### src/rtl/homing_params.svh
// Constants of the speech decoder homing block.
`ifndef HOMING_PARAMS_SVH
`define HOMING_PARAMS_SVH

// Samples per output speech frame and the encoder homing sample value.
`define FRAME_SAMPLES 8'hA0
`define HOME_SAMPLE 16'h0008

// Parameter bits per frame for each of the eight codec modes.
`define FRAME_LEN_M0 8'h5F
`define FRAME_LEN_M1 8'h67
`define FRAME_LEN_M2 8'h76
`define FRAME_LEN_M3 8'h86
`define FRAME_LEN_M4 8'h94
`define FRAME_LEN_M5 8'h9F
`define FRAME_LEN_M6 8'hCC
`define FRAME_LEN_M7 8'hF4

// Bits covering the LPC and first-subframe parameters for modes 0 to 2; modes 3 to 7 hold their full frame length.
`define PREFIX_LEN_M0 8'h30
`define PREFIX_LEN_M1 8'h2E
`define PREFIX_LEN_M2 8'h33
`define PREFIX_LEN_M3 8'h86
`define PREFIX_LEN_M4 8'h94
`define PREFIX_LEN_M5 8'h9F
`define PREFIX_LEN_M6 8'hCC
`define PREFIX_LEN_M7 8'hF4

// Reference store geometry: eight modes of 256 bit slots each.
`define REF_ADDR_W 11
`define REF_BITS_TOTAL 2048

`endif

### src/rtl/homing_pkg.sv
// Types shared by the speech decoder homing block.
package homing_pkg;

    typedef logic [2:0] mode_type;
    typedef logic [15:0] sample_type;
    typedef logic [7:0] count_type;

    typedef enum logic [3:0] {
        ST_RECV = 4'h1,
        ST_EVAL = 4'h2,
        ST_PLAY = 4'h4,
        ST_HOME = 4'h8
    } state_type;

endpackage

### src/rtl/homing_ref_rom.sv
// Reference homing parameter frames, one bit per read, registered output.
`timescale 1ns/1ps
`include "homing_params.svh"

module homing_ref_rom #(
    parameter logic [`REF_BITS_TOTAL-1:0] REF_BITS = '0
) (
    input wire logic ref_clk,
    input wire logic [`REF_ADDR_W-1:0] rd_addr,
    output logic rd_bit
);

    // Read data leaves through a flip-flop so the compare path stays short.
    always_ff @(posedge ref_clk) begin
        rd_bit <= REF_BITS[rd_addr];
    end

endmodule // homing_ref_rom

### src/rtl/speech_decoder_homing.sv
// Homing control of a speech decoder: detection, substitution, state reset.
//
// Contract
// - Home only on active-mode homing frame; decode normally.
// - Home at start and homing frame in: output encoder homing frame.
// - After homing frame reset all state, noise generator.
// - Next frame starts from restored home state.
// - In home state compare LPC, subframe one only; modes three and up compare the whole frame.
// - Encoder homing frame: 160 samples of 0008.
// - Eight references; pick the active mode's one.
`timescale 1ns/1ps
`include "homing_params.svh"

module speech_decoder_homing #(
    parameter logic [`REF_BITS_TOTAL-1:0] REF_BITS = '0
) (
    input wire logic ref_clk,
    input wire logic sys_rst,
    input wire homing_pkg::mode_type mode_in,
    input wire logic param_valid,
    input wire logic param_first,
    input wire logic param_bit,
    output logic param_ready,
    output logic decode_go,
    output logic home_state_rst,
    input wire logic syn_valid,
    input wire homing_pkg::sample_type syn_sample,
    output logic out_valid,
    output homing_pkg::sample_type out_sample,
    output logic home_flag,
    output logic homing_seen
);
    import homing_pkg::*;

    // The whole block state is one record, computed in one process and
    // registered in another. Keeping it in one place means reset can
    // never leave a field behind in a stale value.
    typedef struct packed {
        state_type st;
        mode_type mode;
        count_type bit_cnt;
        count_type samp_cnt;
        logic cmp_valid;
        logic cmp_bit;
        count_type cmp_idx;
        logic mismatch;
        logic was_home;
        logic subst;
        logic home;
        logic seen;
        logic go;
        logic hrst;
        logic ovalid;
        sample_type osample;
    } hstate_type;

    // Decode helpers around the state record; none of them hold state.
    // The counters are eight bits, enough for the longest frame.
    hstate_type s_r;
    hstate_type s_nxt;
    logic take;
    logic rom_bit;
    mode_type rd_mode;
    count_type rd_idx;
    count_type len_full;
    count_type len_prefix;
    count_type cmp_limit;

    // Frame length of the mode latched for the current frame.
    // Lengths differ per mode, so the end of a frame is found by count.
    function automatic count_type frame_len(input mode_type m);
        case (m)
            3'h0: frame_len = `FRAME_LEN_M0;
            3'h1: frame_len = `FRAME_LEN_M1;
            3'h2: frame_len = `FRAME_LEN_M2;
            3'h3: frame_len = `FRAME_LEN_M3;
            3'h4: frame_len = `FRAME_LEN_M4;
            3'h5: frame_len = `FRAME_LEN_M5;
            3'h6: frame_len = `FRAME_LEN_M6;
            default: frame_len = `FRAME_LEN_M7;
        endcase
    endfunction

    // Bits of LPC and first subframe; later bits may be skipped at home.
    // Modes three and up list their full length, so they never cut early.
    function automatic count_type prefix_len(input mode_type m);
        case (m)
            3'h0: prefix_len = `PREFIX_LEN_M0;
            3'h1: prefix_len = `PREFIX_LEN_M1;
            3'h2: prefix_len = `PREFIX_LEN_M2;
            3'h3: prefix_len = `PREFIX_LEN_M3;
            3'h4: prefix_len = `PREFIX_LEN_M4;
            3'h5: prefix_len = `PREFIX_LEN_M5;
            3'h6: prefix_len = `PREFIX_LEN_M6;
            default: prefix_len = `PREFIX_LEN_M7;
        endcase
    endfunction

    // Ready is combinational but depends on state only, never on valid.
    // Parameter bits are only taken while receiving, so nothing of the
    // next frame can reach the core before its state has been homed.
    assign param_ready = (s_r.st == ST_RECV);
    assign take = param_valid && param_ready;

    // The first bit of a frame addresses the reference of the new mode.
    // The reference read goes out in the same cycle as the take, so the
    // registered read bit meets the registered input bit one cycle on.
    assign rd_mode = (take && param_first) ? mode_in : s_r.mode;
    assign rd_idx = (take && param_first) ? 8'h00 : s_r.bit_cnt;
    // Lengths follow the latched mode, not the live mode input.
    assign len_full = frame_len(s_r.mode);
    assign len_prefix = prefix_len(s_r.mode);
    // A home-state decoder needs only the prefix to decide early.
    assign cmp_limit = s_r.was_home ? len_prefix : len_full;

    // One reference frame per mode; the address is mode above bit index.
    // Slots past a mode's length are never addressed by a legal frame.
    homing_ref_rom #(
        .REF_BITS(REF_BITS)
    ) u_ref_rom (
        .ref_clk(ref_clk),
        .rd_addr({rd_mode, rd_idx}),
        .rd_bit(rom_bit)
    );

    // Next-state logic of the whole block.
    always_comb begin
        s_nxt = s_r;
        // Pulses default low; each is raised for exactly one cycle.
        s_nxt.go = 1'b0;
        s_nxt.hrst = 1'b0;
        s_nxt.ovalid = 1'b0;
        // Capture this cycle's take for the compare one cycle later.
        s_nxt.cmp_valid = take;
        s_nxt.cmp_bit = param_bit;
        s_nxt.cmp_idx = rd_idx;
        // The compare runs one cycle behind the take, matching rom latency.
        // A mismatch is sticky until the first bit of the next frame.
        if (s_r.cmp_valid && (s_r.cmp_idx < cmp_limit) &&
                (s_r.cmp_bit != rom_bit)) begin
            s_nxt.mismatch = 1'b1;
        end
        case (s_r.st)
            ST_RECV: begin
                // Bits may come back to back; the last one ends the frame.
                if (take) begin
                    if (param_first) begin
                        s_nxt.mode = mode_in;
                        s_nxt.bit_cnt = 8'h01;
                        s_nxt.mismatch = 1'b0;
                        // Home flag at frame start picks the output.
                        s_nxt.was_home = s_r.home;
                    end else begin
                        s_nxt.bit_cnt = s_r.bit_cnt + 8'h01;
                    end
                    if (rd_idx == frame_len(rd_mode) - 8'h01) begin
                        s_nxt.st = ST_EVAL;
                    end
                end
            end
            ST_EVAL: begin
                // Last compare lands here; decide and start normal decoding.
                // Reads s_nxt so that this final compare still counts.
                s_nxt.seen = ~s_nxt.mismatch;
                s_nxt.subst = ~s_nxt.mismatch && s_r.was_home;
                s_nxt.go = 1'b1;
                s_nxt.samp_cnt = 8'h00;
                s_nxt.st = ST_PLAY;
            end
            ST_PLAY: begin
                // The core sets the pace and has no backpressure, so each
                // sample is passed on in the cycle after it arrives.
                if (syn_valid) begin
                    s_nxt.ovalid = 1'b1;
                    // Synthesized speech is dropped for the fixed pattern.
                    s_nxt.osample = s_r.subst ? `HOME_SAMPLE
                                              : syn_sample;
                    s_nxt.samp_cnt = s_r.samp_cnt + 8'h01;
                    if (s_r.samp_cnt == `FRAME_SAMPLES - 8'h01) begin
                        s_nxt.st = ST_HOME;
                    end
                end
            end
            ST_HOME: begin
                // Homing happens only after the frame has fully played out.
                // A frame that was not homing clears the flag right here.
                s_nxt.hrst = s_r.seen;
                s_nxt.home = s_r.seen;
                s_nxt.st = ST_RECV;
            end
            default: begin
                // An illegal state code falls back to receiving.
                s_nxt.st = ST_RECV;
            end
        endcase
    end

    // State register; reset puts the decoder in its home state.
    // Reset is synchronous, so the record has a single clocked writer.
    always_ff @(posedge ref_clk) begin
        if (sys_rst) begin
            s_r <= '{st: ST_RECV, mode: 3'h0, bit_cnt: 8'h00,
                     samp_cnt: 8'h00, cmp_valid: 1'b0, cmp_bit: 1'b0,
                     cmp_idx: 8'h00, mismatch: 1'b0, was_home: 1'b1,
                     subst: 1'b0, home: 1'b1, seen: 1'b0, go: 1'b0,
                     hrst: 1'b0, ovalid: 1'b0,
                     osample: 16'h0000};
        end else begin
            s_r <= s_nxt;
        end
    end

    // Every output is a field of the registered record, so none of them
    // can glitch; only ready above is combinational.
    assign decode_go = s_r.go;
    assign home_state_rst = s_r.hrst;
    assign out_valid = s_r.ovalid;
    assign out_sample = s_r.osample;
    assign home_flag = s_r.home;
    assign homing_seen = s_r.seen;

endmodule // speech_decoder_homing

### config.mk
export PLATFORM = sky130hd
export DESIGN_NAME = speech_decoder_homing
export DESIGN_NICKNAME = d
export VERILOG_FILES = /design/src/rtl/homing_pkg.sv /design/src/rtl/homing_ref_rom.sv /design/src/rtl/speech_decoder_homing.sv
export VERILOG_INCLUDE_DIRS = /design/src /design/src/rtl
export SDC_FILE = /design/constraint.sdc
export NUM_CORES = 1
export LEC_CHECK = 0
export ABC_AREA = 1
export BUFFER_PORTS_ARGS = -buffer_cell sky130_fd_sc_hd__buf_2
export CAP_MARGIN = 20
export CORE_MARGIN = 2
export CORE_UTILIZATION = 45
export DETAILED_ROUTE_END_ITERATION = 16
export GPL_TIMING_DRIVEN = 0
export PLACE_DENSITY = 0.68
export RECOVER_POWER = 100
export SETUP_SLACK_MARGIN = 0.4
export SLEW_MARGIN = 20
export SYNTH_ARGS = -nofsm -noshare
export SYNTH_HDL_FRONTEND = slang
export SYNTH_SLANG_ARGS = --single-unit
export TNS_END_PERCENT = 50
### constraint.sdc
create_clock -name ref_clk -period 2.1 [get_ports ref_clk]
set_clock_uncertainty 0.15 [all_clocks]
set_input_delay 0.42 -clock ref_clk [delete_from_list [all_inputs] [get_ports ref_clk]]
set_output_delay 0.42 -clock ref_clk [all_outputs]
set_load 0.03 [all_outputs]
Word level (Yosys, flattened, before mapping)
Memories as Yosys holds them, arrays and structs flattened. A register that Yosys moved wholly into a read port is not among the register bits.
Cells that the tools add are included.

operators by class
  reduce and logical (&&, ||, !) cells = 15
  magnitude comparators = 1
  $mul = 0
  divide/modulo/power cells = 0
  add/subtract/negate cells = 3
  shifts and indexed selects = 0
  mux-type cells = 24
  equality and inequality tests = 23
  bitwise logic cells = 3

operators with widths
  operator                                                            number
  8-bit one-hot mux with 7 select lines                               3
  8-bit two-way mux                                                   6
  3-bit == test, second input constant                                6
  17-bit two-way mux                                                  1
  8-bit by 1-bit adder with 8-bit output, second input constant       2
  16-bit two-way mux                                                  1
  8-bit one-hot mux with 2 select lines                               1
  15-bit two-way mux                                                  1
  3-bit by 2-bit == test with 1-bit output, second input constant     4
  4-bit two-way mux                                                   3
  4-bit one-hot mux with 3 select lines                               1
  8-bit == test                                                       1
  8-bit == test, second input constant                                1
  8-bit less-than comparator                                          1
  8-bit by 1-bit subtractor with 8-bit output, second input constant  1
  3-bit by 1-bit == test with 1-bit output, second input constant     2
  3-bit logical NOT                                                   2
  2-bit two-way mux                                                   3
  3-bit two-way mux                                                   2
  2-bit AND reduction                                                 3
  1-bit logical AND                                                   5
  4-bit by 1-bit == test with 1-bit output, second input constant     1
  4-bit by 2-bit == test with 1-bit output, second input constant     1
  4-bit by 3-bit == test with 1-bit output, second input constant     1
  other kinds (10)                                                    16

storage, ports and cells
  RAM bits = 0
  register bits after elaboration = 57
  bits in latches = 0
  memory bits (read-only) = 2048
  memories kept = 1
  output and inout bits = 22
  word-level logic and storage cells = 86

memories
  name             words  bits a word  rd ports  clocked after memory_dff  wr ports  RTL line              source
  (no name shown)  2048   1            1         1                         0         homing_ref_rom.sv:15  rd_bit <= REF_BITS[rd_addr];

Logic depth before layout (Yosys ltp)
  depth after elaboration = 13
  depth in mapped cells = 20
  gate-level depth less buffers = 20

Modules after synthesis
A second synthesis with hierarchy kept.

second synthesis, totals
  cells, all modules = 403
  area, all modules = 2951.6 um^2

modules (own cells, without submodules)
  module                 area an instance (um^2)  instances  cells an instance  seq. area each (um^2)
  speech_decoder_homing  2940.3                   1          401                1141.1
  homing_ref_rom         11.3                     1          2                  0.0

Worst setup path before layout
OpenSTA, ideal clock, no wires.

  kind = reg2reg
  start = register s_r[54] (netlist name)
  end = register s_r[54] (netlist name)
  buffers on the path = 0
  data required time = 1.887 ns
  setup slack = -0.240 ns
  arrival time = 2.127 ns
  cell stages (with the launch flop) = 21
  cell sequence = dfxtp_1 -> inv_1 -> nand2_2 -> nor2_8 -> nand4_2 -> nand2_4 -> nand2_2 -> nand2_2 -> inv_1 -> ha_1 -> inv_1 -> o21ai_0 -> inv_1 -> nand3_1 -> nor2_1 -> nand2_1 -> nor2_1 -> nand2_1 -> nand2_2 -> nand3_1 -> nor2_2

on the way
  cells in the longest elaborated chain, start to end = 12

RTL lines
  what                                                RTL line                                                    source
  from (decl)                                         speech_decoder_homing.sv:59                                 hstate_type s_r;
  from (signal assigned)                              speech_decoder_homing.sv:202                                s_r <= '{st: ST_RECV, mode: 3'h0, bit_cnt: 8'h00,
  from (signal assigned)                              speech_decoder_homing.sv:209                                s_r <= s_nxt;
  4-bit by 1-bit == test with 1-bit output *          speech_decoder_homing.sv:102                                assign param_ready = (s_r.st == ST_RECV);
  net param_ready                                     speech_decoder_homing.sv:23                                 output logic param_ready,
  1-bit logical AND                                   speech_decoder_homing.sv:103                                assign take = param_valid && param_ready;
  1-bit logical AND                                   speech_decoder_homing.sv:108, speech_decoder_homing.sv:109
  3-bit two-way mux                                   speech_decoder_homing.sv:108                                assign rd_mode = (take && param_first) ? mode_in : s_r.mode;
  3-bit == test, or another cell as far along         speech_decoder_homing.sv:72                                 case (m)
  8-bit one-hot mux with 7 select lines               speech_decoder_homing.sv:72
  8-bit two-way mux                                   speech_decoder_homing.sv:146                                if (take) begin
  8-bit two-way mux                                   speech_decoder_homing.sv:143                                case (s_r.st)
  8-bit by 1-bit subtractor with 8-bit output         speech_decoder_homing.sv:156                                if (rd_idx == frame_len(rd_mode) - 8'h01) begin
  8-bit == test                                       speech_decoder_homing.sv:156
  2-bit by 1-bit != test with 1-bit output (no line)  --
  4-bit AND reduction (no line)                       --

The timed path passes the listed nets; every way through them passes the cells marked *. The select of a mux whose other input is x is not followed.
A chain may end at the register's enable or synchronous reset.

Worst setup path in the final report
  start = register s_r[54] (netlist name)
  end = register s_r[54] (netlist name)

on the way
  cells in the longest elaborated chain, start to end = 12

RTL lines
  what                                                RTL line
  4-bit by 1-bit == test with 1-bit output            speech_decoder_homing.sv:102, speech_decoder_homing.sv:143
  1-bit logical AND                                   speech_decoder_homing.sv:103
  1-bit logical AND                                   speech_decoder_homing.sv:108, speech_decoder_homing.sv:109
  3-bit two-way mux                                   speech_decoder_homing.sv:108
  3-bit == test, or another cell as far along         speech_decoder_homing.sv:72
  8-bit one-hot mux with 7 select lines               speech_decoder_homing.sv:72
  8-bit two-way mux                                   speech_decoder_homing.sv:146
  8-bit two-way mux                                   speech_decoder_homing.sv:143
  8-bit by 1-bit subtractor with 8-bit output         speech_decoder_homing.sv:156
  8-bit == test                                       speech_decoder_homing.sv:156
  2-bit by 1-bit != test with 1-bit output (no line)  --
  4-bit AND reduction (no line)                       --

Several ways; a longest one is shown, not always the timed one. The select of a mux whose other input is x is not followed.

==> out/qor.yml <==
drive_gt1_share_pct: 36.0
finalPower_mw: 2.56
post_dp_cell_area_mm2: 0.00325
slew_headroom_pct: 56.7
hold_violations: 0
setup_violations: 4
drtIter0Drc: 95
wl_met1_um: 3300
period_share_pct: 115
synth.top_cell.area_share_pct: 39.2
die_y_um: 84.4
syn_to_final_growth_pct: 34.3
clk_latency_ns: 0.34
antenna_left: 0
fmax_mhz: 416
wl_per_cell_um: 13.2
drc: 0
overflow: 0
routed.top_layer: "met4"
initial_core_util_pct: 46.1
fin_area_mm2: 0.00391
setup_slack_ns: -0.306
peakVddDrop_uv: 504
syn_avg_cell_area_um2: 7.39
maxCapViolCount: 0
antenna-diode-count: 0
routabilityCongestion: 0.848
synth-seq-cells: 57
fin_crit_ns: 2.41
die_area_mm2: 0.00713
critPathSlowestCell: "dfxtp_2"
failed_checks: "setup timing"
r2r_slack_ns: -0.31
grt_pass1_wl_um: 11900
rsz0062_at_grt: "true"
core_region_area_mm2: 0.00631
synth_top_cell_by_area: "dfxtp_1"
cp-end-kind: "register"
required_ns: 2.22
cp_num_buf_inv: 4
tritoncts: "built"
max-clock-path-buffers: 2
antenna_found_initial: 0
synth.area.top_cells: "dfxtp_1, nand2_1, nand3_1"
gr-usage-all-layers_pct: 20.6
crit_top_cell: "nand2_2"
cts_num_sinks: 57
grt_max_degree: 11
first_pass_iters: 4
synth_common_cells: "nand2_1, dfxtp_1, nand3_1, inv_1, nor2_1"
placed_cells: 515
rows: 29
synthesis.nets: 429
final_max_slew_viol_count: 0
layout.nets: 510
power_density_mw_per_mm2: 655
final_cells: 557
async_flop_share_pct: 0
ys.warnings.count: 0
critPathMaxFanout: 6
worstSetupStartpointType: "register"
syn_inst: 394
syn_area_mm2: 0.00291
vias_per_cell: 5.17
synth.most_common_cell: "nand2_1"
status: "complete, but fails checks"
slowest_delay_ns: 0.34
chipWidth_um: 84.4
htreeDepth: 3
via_count: 2879
port_buffers: 44
clkTransAtPathRegs_ns: 0.07
grt_pass1_vias: 2694
dpl.hpwl_um: 4780
cp_data_arrival_time_ns: 2.53
wl_um: 7370
synth_ff_type: "dfxtp_1"
critPathTopFamily: "simple AND/OR/NAND/NOR gates"
route.met3.wl_um: 393
io_pins: 47
synth_cell_type_count: 33
leakage_nw: 1.91
tightest_slew_ns: 0.650
hp-class: "in -> reg"
cts_made_buffers: 9
root_buffer: "clkbuf_8"
crit_type: "reg -> reg"
dp_slack_ns: -0.452
synth-seq-area-share_pct: 39.2
synth_edf_count: 0
path_cells: "inv_2 > nand2_4 > nor2_8 > nand4_1 > nand2_2 > nand2_2 > nand2_2 > inv_2 > ha_4 > inv_2 > o21ai_1 > inv_1 > nand3_2 > nor2_1 > nand2_1 > nor2_1 > nand2_1 > nand2_2 > nand3_1 > nor2_2"
met2WireLength_um: 3450
through the flow:
stage / utilization, % / TNS, ns / hold WS [ns]
after global routing: 61.9 / -2.02 / 0.156
after CTS: 59.7 / -0.798 / 0.142
after floorplan: - / -0.647 / 0.279
final: 61.9 / -0.905 / 0.156
after detailed placement: 51.4 / -1.29 / 0.307
after global placement: 51.4 / -1.26 / 0.297
sequential cells by signal (all words and copies together), names as in the netlist:
register	cells
homing_seen	1
home_state_rst	1
out_valid	1
home_flag	1
s_r	36
out_sample	16
decode_go	1
cell type report:
cell class	instances	area [µm²]
fillers	569	2400
multi-input cells	263	1610
flip-flops and latches	57	1170
repair buffers	70	428
inverters	49	206
plain buffers	25	179
clock buffers	11	141
well taps	77	96.3
clock inverters	5	78.8
cell usage in the layout, fill, tap and decap left out, types with 11 or more instances in the layout:
cell	netlist	layout
nand2_1	83	80
dfxtp_1	57	49
nand3_1	45	42
buf_2	1	39
buf_4	16	37
inv_1	44	36
nor2_1	29	26
a21oi_1	21	18
nand2_2	13	12
clkbuf_8	0	11
report_power, final:
| group | switching (mW) | internal [mW] |
|---|---|---|
| Clock | 0.445 | 0.698 |
| Combinational | 0.184 | 0.119 |
| Sequential | 0.0241 | 1.09 |
cells by family after synthesis:
kind of cell | Yosys count | synth area share, %
AO/OA/AOI/OAI | 48 | 8.94
XOR/XNOR | 1 | 0.301
adder cells (fa/ha/maj) | 10 | 4.30
buffers and inverters | 74 | 12.0
flip-flops | 57 | 39.2
AND/OR/NAND/NOR | 204 | 35.3
what timing repair did:
item,CTS,global route
setup buffers,16,9
hold buffers,0,0
pin swaps,24,18
setup endpoints to repair,32,43
cloned,1,0
resized for setup,56,26
worst register-to-register path: stages (launching register included):
cell	delay, ns
dfxtp_2	0.34
inv_2	0.07
nand2_4	0.06
nor2_8	0.15
nand4_1	0.12
nand2_2	0.18
nand2_2	0.10
nand2_2	0.08
inv_2	0.04
ha_4	0.20
inv_2	0.05
o21ai_1	0.05
inv_1	0.07
nand3_2	0.08
nor2_1	0.11
nand2_1	0.06
nor2_1	0.08
nand2_1	0.10
nand2_2	0.09
nand3_1	0.08
nor2_2	0.09
metal layers:
metal / vias up / track usage (%)
li1: 1444 / -
met1: 1308 / 26.7
met2: 106 / 32.8
met3: 21 / 4.33
met4: 0 / 10.4
met5: - / 0
final timing paths:
path                                  to                       start  depth (start not counted)
max                 s_r[54]$_SDFFE_PP0P_        s_r[54]$_SDFFE_PP0P_                         20
min reg2reg   out_sample[5]$_SDFFE_PP0P_  out_sample[5]$_SDFFE_PP0P_                          2
max reg2reg         s_r[54]$_SDFFE_PP0P_        s_r[54]$_SDFFE_PP0P_                         20
min          out_sample[10]$_SDFFE_PP0P_              syn_sample[10]                          3
No activity file was read; power rests on OpenSTA's default activity.
